## src/hdl/watchdog_map.vh

```
// Constants for the one-time enabled hardware watchdog
`ifndef WATCHDOG_MAP_VH
`define WATCHDOG_MAP_VH
`define SERVICE_KEY_ADDR   8'hA6
`define KEY_FIRST          8'h1E
`define KEY_SECOND         8'hE1
`define COUNT_WIDTH        14
`define COUNT_ZERO         14'h0000
`define COUNT_ONE          14'h0001
`define COUNT_LIMIT        14'h3FFF
`define OSC_PER_MACHINE    4'hC
`define TICK_CNT_ZERO      4'h0
`define TICK_CNT_ONE       4'h1
`define PULSE_OSC_PERIODS  7'h62
`define PULSE_CNT_ZERO     7'h00
`define PULSE_CNT_ONE      7'h01
`endif

```

## src/hdl/machine_tick.v

```verilog
// Divider producing one machine-cycle enable per twelve oscillator periods
`timescale 1ns/1ps
`include "watchdog_map.vh"
module machine_tick #(
   // Oscillator periods per machine cycle
   parameter [3:0] DIVIDE = `OSC_PER_MACHINE
) (
   // Clock and reset
   input  wire       core_clk,
   input  wire       reset_n,
   // Oscillator running qualifier
   input  wire       osc_running,
   // Machine-cycle strobe
   output reg        tick
);
   reg  [3:0] osc_count;

   always @(posedge core_clk or negedge reset_n) begin
      if (!reset_n) begin
         osc_count <= `TICK_CNT_ZERO;
         tick      <= 1'b0;
      end else if (osc_running) begin
         if (osc_count == DIVIDE - `TICK_CNT_ONE) begin
            osc_count <= `TICK_CNT_ZERO;
            tick      <= 1'b1;
         end else begin
            osc_count <= osc_count + `TICK_CNT_ONE;
            tick      <= 1'b0;
         end
      end else begin
         tick <= 1'b0;
      end
   end
endmodule

```

## src/hdl/hardware_watchdog.v

```verilog
// One-time enabled hardware watchdog with reset-out pulse
`timescale 1ns/1ps
`include "watchdog_map.vh"
module hardware_watchdog #(
   // Oscillator periods per machine cycle; a bench may shorten it
   parameter [3:0] TICK_DIV = `OSC_PER_MACHINE
) (
   // Clock (oscillator) and reset
   input  wire       core_clk,
   input  wire       reset_n,
   // Oscillator running qualifier
   input  wire       osc_running,
   // Special function register write port
   input  wire       sfr_wr,
   input  wire [7:0] sfr_addr,
   input  wire [7:0] sfr_wdata,
   // Reset pin drive
   output reg        rst_pin_out,
   output reg        rst_pin_oe,
   // Internal device reset request
   output reg        device_reset
);
   // Watchdog states
   localparam [1:0] DISARMED  = 2'h0;
   localparam [1:0] ARMED     = 2'h1;
   localparam [1:0] RESET_OUT = 2'h2;

   // State and counters
   reg  [1:0]                 state;
   reg  [1:0]                 next_state;
   reg  [`COUNT_WIDTH-1:0]    count;
   reg  [`COUNT_WIDTH-1:0]    next_count;
   reg  [6:0]                 pulse_count;
   reg  [6:0]                 next_pulse_count;
   // Key sequence tracking
   reg                        key_seen;
   reg                        next_key_seen;
   // Next values of the outputs
   reg                        next_pin_out;
   reg                        next_pin_oe;
   reg                        next_device_reset;
   // Decoded events
   wire                       tick;
   wire                       key_wr;
   wire                       key_first;
   wire                       key_second;
   wire                       pair_done;
   wire                       is_armed;
   wire                       is_pulse;
   wire                       at_limit;
   wire                       overflow;
   wire                       pulse_done;

   // Machine-cycle strobe, frozen while the oscillator is stopped
   machine_tick #(
      .DIVIDE      (TICK_DIV)
   ) i_machine_tick (
      .core_clk    (core_clk),
      .reset_n     (reset_n),
      .osc_running (osc_running),
      .tick        (tick)
   );

   // Only writes decode; there is no read path at all
   assign key_wr     = sfr_wr && (sfr_addr == `SERVICE_KEY_ADDR);
   assign key_first  = key_wr && (sfr_wdata == `KEY_FIRST);
   assign key_second = key_wr && (sfr_wdata == `KEY_SECOND);
   assign pair_done  = key_seen && key_second;

   // State and limit decode
   assign is_armed   = (state == ARMED);
   assign is_pulse   = (state == RESET_OUT);
   assign at_limit   = (count == `COUNT_LIMIT);
   assign overflow   = is_armed && at_limit;
   assign pulse_done = is_pulse && (pulse_count == `PULSE_OSC_PERIODS);

   // A first key primes; any other byte at the service address drops it
   always @* begin
      next_key_seen = key_seen;
      if (is_pulse || overflow) begin
         next_key_seen = 1'b0;
      end else if (key_wr) begin
         next_key_seen = key_first;
      end
   end

   // Once armed, only the overflow leaves the armed state
   always @* begin
      next_state = state;
      case (state)
         DISARMED: begin
            if (pair_done) begin
               next_state = ARMED;
            end
         end
         ARMED: begin
            if (overflow) begin
               next_state = RESET_OUT;
            end
         end
         RESET_OUT: begin
            if (pulse_done) begin
               next_state = DISARMED;
            end
         end
         default: begin
            next_state = DISARMED;
         end
      endcase
   end

   // Counter runs only while armed; a completed key pair restarts it
   always @* begin
      next_count = count;
      case (state)
         DISARMED: begin
            next_count = `COUNT_ZERO;
         end
         ARMED: begin
            // Overflow wins over a key pair landing in the same cycle
            if (overflow) begin
               next_count = `COUNT_ZERO;
            end else if (pair_done) begin
               next_count = `COUNT_ZERO;
            end else if (tick) begin
               next_count = count + `COUNT_ONE;
            end
         end
         RESET_OUT: begin
            next_count = `COUNT_ZERO;
         end
         default: begin
            next_count = `COUNT_ZERO;
         end
      endcase
   end

   // Pulse length counted in oscillator periods, not machine cycles
   always @* begin
      next_pulse_count = `PULSE_CNT_ZERO;
      if (overflow) begin
         next_pulse_count = `PULSE_CNT_ONE;
      end else if (is_pulse && !pulse_done) begin
         next_pulse_count = pulse_count + `PULSE_CNT_ONE;
      end
   end

   // Pin, enable and internal reset rise and fall together
   always @* begin
      next_pin_out      = (next_state == RESET_OUT);
      next_pin_oe       = (next_state == RESET_OUT);
      next_device_reset = (next_state == RESET_OUT);
   end

   // Watchdog state
   always @(posedge core_clk or negedge reset_n) begin
      if (!reset_n) begin
         state <= DISARMED;
      end else begin
         state <= next_state;
      end
   end

   // Timeout counter
   always @(posedge core_clk or negedge reset_n) begin
      if (!reset_n) begin
         count <= `COUNT_ZERO;
      end else begin
         count <= next_count;
      end
   end

   // Pulse counter
   always @(posedge core_clk or negedge reset_n) begin
      if (!reset_n) begin
         pulse_count <= `PULSE_CNT_ZERO;
      end else begin
         pulse_count <= next_pulse_count;
      end
   end

   // Key sequence
   always @(posedge core_clk or negedge reset_n) begin
      if (!reset_n) begin
         key_seen <= 1'b0;
      end else begin
         key_seen <= next_key_seen;
      end
   end

   // Reset pin drive, registered so the pin never sees decode glitches
   always @(posedge core_clk or negedge reset_n) begin
      if (!reset_n) begin
         rst_pin_out <= 1'b0;
         rst_pin_oe  <= 1'b0;
      end else begin
         rst_pin_out <= next_pin_out;
         rst_pin_oe  <= next_pin_oe;
      end
   end

   // Internal reset request to the rest of the device
   always @(posedge core_clk or negedge reset_n) begin
      if (!reset_n) begin
         device_reset <= 1'b0;
      end else begin
         device_reset <= next_device_reset;
      end
   end
endmodule

```

## config.mk

```make
export PLATFORM = sky130hd
export DESIGN_NAME = hardware_watchdog
export DESIGN_NICKNAME = d
export VERILOG_FILES = /design/src/hdl/machine_tick.v /design/src/hdl/hardware_watchdog.v
export VERILOG_INCLUDE_DIRS = /design/src /design/src/hdl
export SDC_FILE = /design/constraint.sdc
export NUM_CORES = 1
export LEC_CHECK = 0
export ABC_AREA = 0
export BUFFER_PORTS_ARGS = -buffer_cell sky130_fd_sc_hd__buf_2
export CAP_MARGIN = 25
export CORE_UTILIZATION = 60
export CTS_CLUSTER_DIAMETER = 120
export DETAILED_ROUTE_END_ITERATION = 16
export PLACE_DENSITY = 0.82
export SYNTH_ARGS = -nofsm -noshare
export SYNTH_HDL_FRONTEND = slang
export SYNTH_HIERARCHICAL = 1
export SYNTH_SLANG_ARGS = --single-unit
```

## constraint.sdc

```tcl
create_clock -name core_clk -period 2.95 [get_ports core_clk]
set_input_delay 0.295 -clock core_clk [delete_from_list [all_inputs] [get_ports core_clk]]
set_output_delay 0.295 -clock core_clk [all_outputs]
set_load 0.005 [all_outputs]
```

# --- Word-level counts from Yosys, hierarchy flattened ---
# Index checks and enable logic that the tools add are counted.
totals:
  ramBits: 0
  output_inout_bits: 3
  ff_bits: 30
  elab_cells: 46
  latch_bits: 0
  memories: 0
  mem_bits_ro: 0
classes:
  shift: 0
  addsub: 3
  n_reduce_logical: 11
  magnitude_cmp: 0
  eq_ne: 10
  muxes: 15
  n_mul: 0
  bitwise_logic: 0
  div_mod_pow: 0
ops:
  columns: ["cell", "count"]
  rows:
  - ["14-bit two-way mux", 4]
  - ["8-bit == test (second input constant)", 2]
  - ["14-bit by 1-bit adder with 14-bit output (second input constant)", 1]
  - ["14-bit == test (second input constant)", 1]
  - ["7-bit two-way mux", 2]
  - ["8-bit by 5-bit == test with 1-bit output (second input constant)", 1]
  - ["7-bit by 1-bit adder with 7-bit output (second input constant)", 1]
  - ["7-bit == test (second input constant)", 1]
  - ["1-bit logical AND", 7]
  - ["2-bit two-way mux", 3]
  - ["2-bit one-hot mux with 3 select lines", 1]
  - ["4-bit by 1-bit adder with 4-bit output (second input constant)", 1]
  - ["2-bit == test (second input constant)", 2]
  - ["4-bit == test (second input constant)", 1]
  - ["1-bit two-way mux", 4]
  - ["4-bit two-way mux", 1]
  - ["4-bit by 2-bit inequality test with 1-bit output (second input constant)", 1]
  - ["2-bit by 1-bit == test with 1-bit output (second input constant)", 1]
  - ["2-bit zero test", 1]
  - ["2-bit nonzero test", 1]
  - ["1-bit zero test", 1]
  - ["1-bit logical OR", 1]

# --- Longest topological paths before layout ---
logic_depth:
  depth_word: 7
  mapped_depth: 6
  ltp_nobuf: 5

# --- Modules after synthesis ---
# The synthesis kept the hierarchy.
by_module_without_submodules:
  columns: ["mod", "area_per_inst_um2", "instances", "cells_each", "seq_area_each_um2"]
  rows:
  - ["hardware_watchdog", 1291.2, 1, 126, 625.6]
  - ["machine_tick", 237.7, 1, 22, 125.1]

# --- Least setup slack after synthesis ---
# Ideal clock, no wire load.
synth_path:
  path_type: "register -> register"
  startpoint: "register count[0]"
  endpoint: "register key_seen"
  required_ps: 2830
  path_slack_ps: 1181
  arrival_time_ps: 1650
  setup_time_ps: 120
  path_stages_with_launch: 6
  path_buffers: 0
  cell_sequence: "dfrtp_1 > ha_1 > nand4_1 > or4_4 > or3b_4 > and3_1"
synth_between:
  elab_chain_len: 4
  word_cells_on_any_way: 5
  classes_between: "1 x eq/ne; 1 x mux; 3 x reduce/logical"
synth_rtl:
  columns: ["element", "line_no", "text"]
  rows:
  - ["start, declared", "hardware_watchdog.v:31", "reg [`COUNT_WIDTH-1:0] count;"]
  - ["start signal, assigned", "hardware_watchdog.v:167", "count <= `COUNT_ZERO;"]
  - ["start signal, assigned", "hardware_watchdog.v:169", "count <= next_count;"]
  - ["14-bit == test (no source line) *", null, null]
  - ["1-bit logical AND *", "hardware_watchdog.v:74", "assign overflow = is_armed && at_limit;"]
  - ["1-bit logical OR *", "hardware_watchdog.v:80", "if (is_pulse || overflow) begin"]
  - ["1-bit two-way mux / 2-bit nonzero test (equally long branches)", null, null]
  - ["end signal, assigned", "hardware_watchdog.v:187", "key_seen <= next_key_seen;"]
  - ["end, declared", "hardware_watchdog.v:36", "reg key_seen;"]
# Mark *: on every way between the ends. The rest lies on a longest branch, timed or not.
# A chain may end at the register's enable or synchronous reset.

# --- Worst setup path in the final report ---
layout_path:
  startpoint: "register count[0]"
  endpoint: "register state[0]"
layout_between:
  elab_chain_len: 4
layout_rtl:
  columns: ["element", "line_no", "text"]
  rows:
  - ["14-bit == test (no source line)", null, null]
  - ["1-bit logical AND", "hardware_watchdog.v:74", null]
  - ["2-bit two-way mux", "hardware_watchdog.v:97", "if (overflow) begin"]
  - ["2-bit one-hot mux with 3 select lines", "hardware_watchdog.v:90", "case (state)"]
  - ["named net next_state[0]", "hardware_watchdog.v:30", "reg [1:0] next_state;"]
  - ["end signal, assigned", "hardware_watchdog.v:160", "state <= next_state;"]
  - ["end, declared", "hardware_watchdog.v:29", "reg [1:0] state;"]
# The timed path passes the listed nets, and every way through them passes these cells.

==> results.yml <==
layout:
  n_fill_cell: 170
  fin_nets: 196
  syn_to_final_growth_pct: 11.8
  num_antenna_cells: 0
  regArea_um2: 751
  final_cell_area_um2: 1710
  drive_gt1_share_pct: 22.5
  multiInputGateArea_um2: 734
critical_path:
  slowest_delay_ps: 450
  arrival_ps: 2290
  critPathRequiredTime_ps: 3170
  end_kind: "register"
  crit_path_cell_trace: "ha_1 > nand4_1 > or4_4 > nand3b_1 > a21bo_2"
  startpoint_type: "register"
  crit_slowest_cell: "nand3b_1"
  cp_max_fo: 15
  crit_type: "register to register"
yosys:
  synth_warnings: 6
  synth_nets: 172
  syn_inst: 148
  avgSynthCellArea_um2: 10.3
  seq_area_frac_synth_pct: 49.1
  ys_types: 36
  ys_seq_elements: 30
  netlist_area_um2: 1530
route:
  drt_iter0_drc: 21
  num_vias: 1206
  wl_per_cell_um: 14.3
  detail-route-antenna-nets: 0
  route.detailed.drc: 0
  totalWireLength_um: 2880
  dr.pass1.iters: 6
  viasPerCell: 6.00
clock_network:
  cts_tree: "yes"
  post-cts-setup-buffers: 0
  clockBufferDepth: 2
  cts_root_buffer: "clkbuf_4"
  htree_levels: 2
  cts_resized: 0
  clkLatencyLatePin_ps: 320
  clkTransAtPathRegs_ps: 90
  cts-buffers-inserted: 5
  clock_sinks: 30
  cts_hold_buf: 0
die:
  rows: 17
  design.portCount: 23
  die_h_um: 52.5
  core_um2: 2300
  dieArea_um2: 2750
  initial_core_util_pct: 66.6
  fp.dieW_um: 52.5
timing:
  fin_crit_sh_pct: 70.2
  setup_viol: 0
  slew_viol_final: 0
  fin_setup_tns_ps: 0
  clock.fmax_ghz: 0.483
  timing.final.ws_setup_ps: 881
  slew_headroom_pct: 55.5
  hold_ws_ps: -2.45
  clock_skew_ps: 7.10
  min_period_ps: 2070
  tightest_slew_ps: 668
  grt_setup_unrepaired: "false"
  finalHoldViolations: 10
grt:
  grt_use_total_pct: 25.1
  grt_max_degree: 31
  grt-ovfl-total: 0
  antenna_found_initial: 0
  grt_pass1_vias: 1191
  grt_pass1_wl_um: 4850
placement:
  placedInstanceArea_um2: 1650
  place_ws_ps: 917
  post-dp-hpwl_um: 2070
  gp_congestion: 0.826
  io_buffers: 22
status:
  status: "finished, violations left"
  violations: "hold timing"
worst_hold_path:
  min_path_type: "input port to async pin"
pwr:
  vdd_drop_max_v: 0.000449
  p_leak_nw: 0.741
  powerDensity_nw_per_um2: 473
job:
  drv_cap: 0
## flip-flops by register name (all words and copies together) (netlist names)
signal,flops
device_reset,1
state,2
pulse_count,7
i_machine_tick/tick,1
i_machine_tick/osc_count,4
key_seen,1
count,14
## worst max-delay path, delay by kind of cell, from the launching register on
kind | cells | cell delay (ps)
simple gates | 3 | 1000
fa+ha+maj | 1 | 250
flops | 1 | 420
compound gates | 1 | 290
## metrics by stage
stage | power (W) | cells | utilization, %
floorplan | 0.000531 | 148 | -
global placement | 0.000560 | 193 | 71.8
detailed placement | 0.000569 | 193 | 71.8
CTS | 0.000819 | 201 | 74.4
global route | 0.000853 | 201 | 74.4
finish | 0.000808 | 201 | 74.4
## metal layers
metal | routed length [um] | vias to the layer above | part of all wire, % | GRT usage (%)
li1 | - | 584 | - | -
met4 | 63 | 0 | 2.2 | 10.5
met5 | 0 | - | 0 | 0
met1 | 1220 | 577 | 42 | 27.3
met3 | 168 | 10 | 5.8 | 9.28
met2 | 1430 | 35 | 50 | 43.5
## final cells by class
cell class                      count  area share [%]
Timing Repair Buffer               23            6.88
Clock inverter                      1           0.293
Inverter                            3           0.659
Clock buffer                        7            3.22
Multi-Input combinational cell    109            43.0
Tap cell                           28            2.05
Sequential cell                    30            43.9
## worst paths after layout
check | from | end | slack (ps) | cells past startpoint
worst max-delay path | count[0] | state[0] | 880 | 5
min in group core_clk | osc_running | i_machine_tick/tick | 230 | 3
worst max register to register | count[0] | state[0] | 880 | 5
worst min-delay path | reset_n | count[13] | -2 | 1
max in group asynchronous | reset_n | pulse_count[4] | 2520 | 1
worst min register to register | pulse_count[6] | pulse_count[6] | 550 | 2
## cells by family after synthesis
logic type | count (synthesis) | share of synthesized area [%]
AO/OA/AOI/OAI | 9 | 3.85
XOR/XNOR | 17 | 9.74
adder cells (fa/ha/maj) | 4 | 3.27
buffers and inverters | 9 | 2.86
flip-flops | 30 | 49.1
multiplexers | 4 | 3.11
AND/OR/NAND/NOR | 75 | 28.1
## power breakdown
part           leakage, nW  switching (W)  internal [W]  total [W]
clock               0.0353       0.000133      0.000115   0.000248
sequential           0.386      0.0000286      0.000437   0.000466
combinational        0.319      0.0000411     0.0000529  0.0000940
total                0.741       0.000203      0.000605   0.000808
## layout by cell type, fill, tap and decap left out, types with 2 or more instances in the layout
| master | synthesis | routed |
|---|---|---|
| dfrtp_1 | 30 | 30 |
| o21ai_0 | 5 | 5 |
| nand2_1 | 8 | 8 |
| nor3_1 | 14 | 14 |
| xnor2_1 | 7 | 7 |
| ha_1 | 4 | 4 |
| inv_1 | 3 | 3 |
| buf_2 | 2 | 22 |
| xor2_1 | 10 | 10 |
| nand3b_1 | 2 | 2 |
| nor2_1 | 11 | 11 |
| nor4_1 | 4 | 4 |
| nand4_1 | 8 | 8 |
| nand2b_1 | 2 | 2 |
| or3_1 | 3 | 3 |
| clkbuf_4 | 0 | 5 |
| nand3_1 | 8 | 8 |
| mux2_2 | 2 | 2 |
| and3_1 | 4 | 4 |
| and4_1 | 2 | 2 |
## synth_stat cells
library cell	n	area, um2
mux2_4	1	15.0
nand3_1	8	40.0
ha_1	4	50.1
nor3b_1	1	7.51
nand2_2	1	6.26
mux2_2	2	22.5
a21boi_0	1	7.51
o21ai_0	5	25.0
nor3_1	14	70.1
nor4_1	4	25.0
nor4bb_1	1	10.0
and4b_1	1	10.0
or4_4	1	11.3
and3_1	4	25.0
xnor2_1	7	61.3
clkbuf_1	2	7.51
or3b_4	1	11.3
nand2b_1	2	12.5
mux2i_1	1	10.0
a21bo_2	1	10.0
buf_4	2	15.0
nand4_1	8	50.1
nor2_1	11	41.3
a211oi_1	1	7.51
dfrtp_1	30	751
nand3b_1	2	15.0
nand2_1	8	30.0
inv_1	3	11.3
nor4b_1	1	8.76
xor2_1	10	87.6
nand4b_1	1	8.76
a31o_2	1	8.76
buf_2	2	10.0
or3_1	3	18.8
nand3_2	1	10.0
and4_1	2	17.5
(Power assumes the default switching activity.)
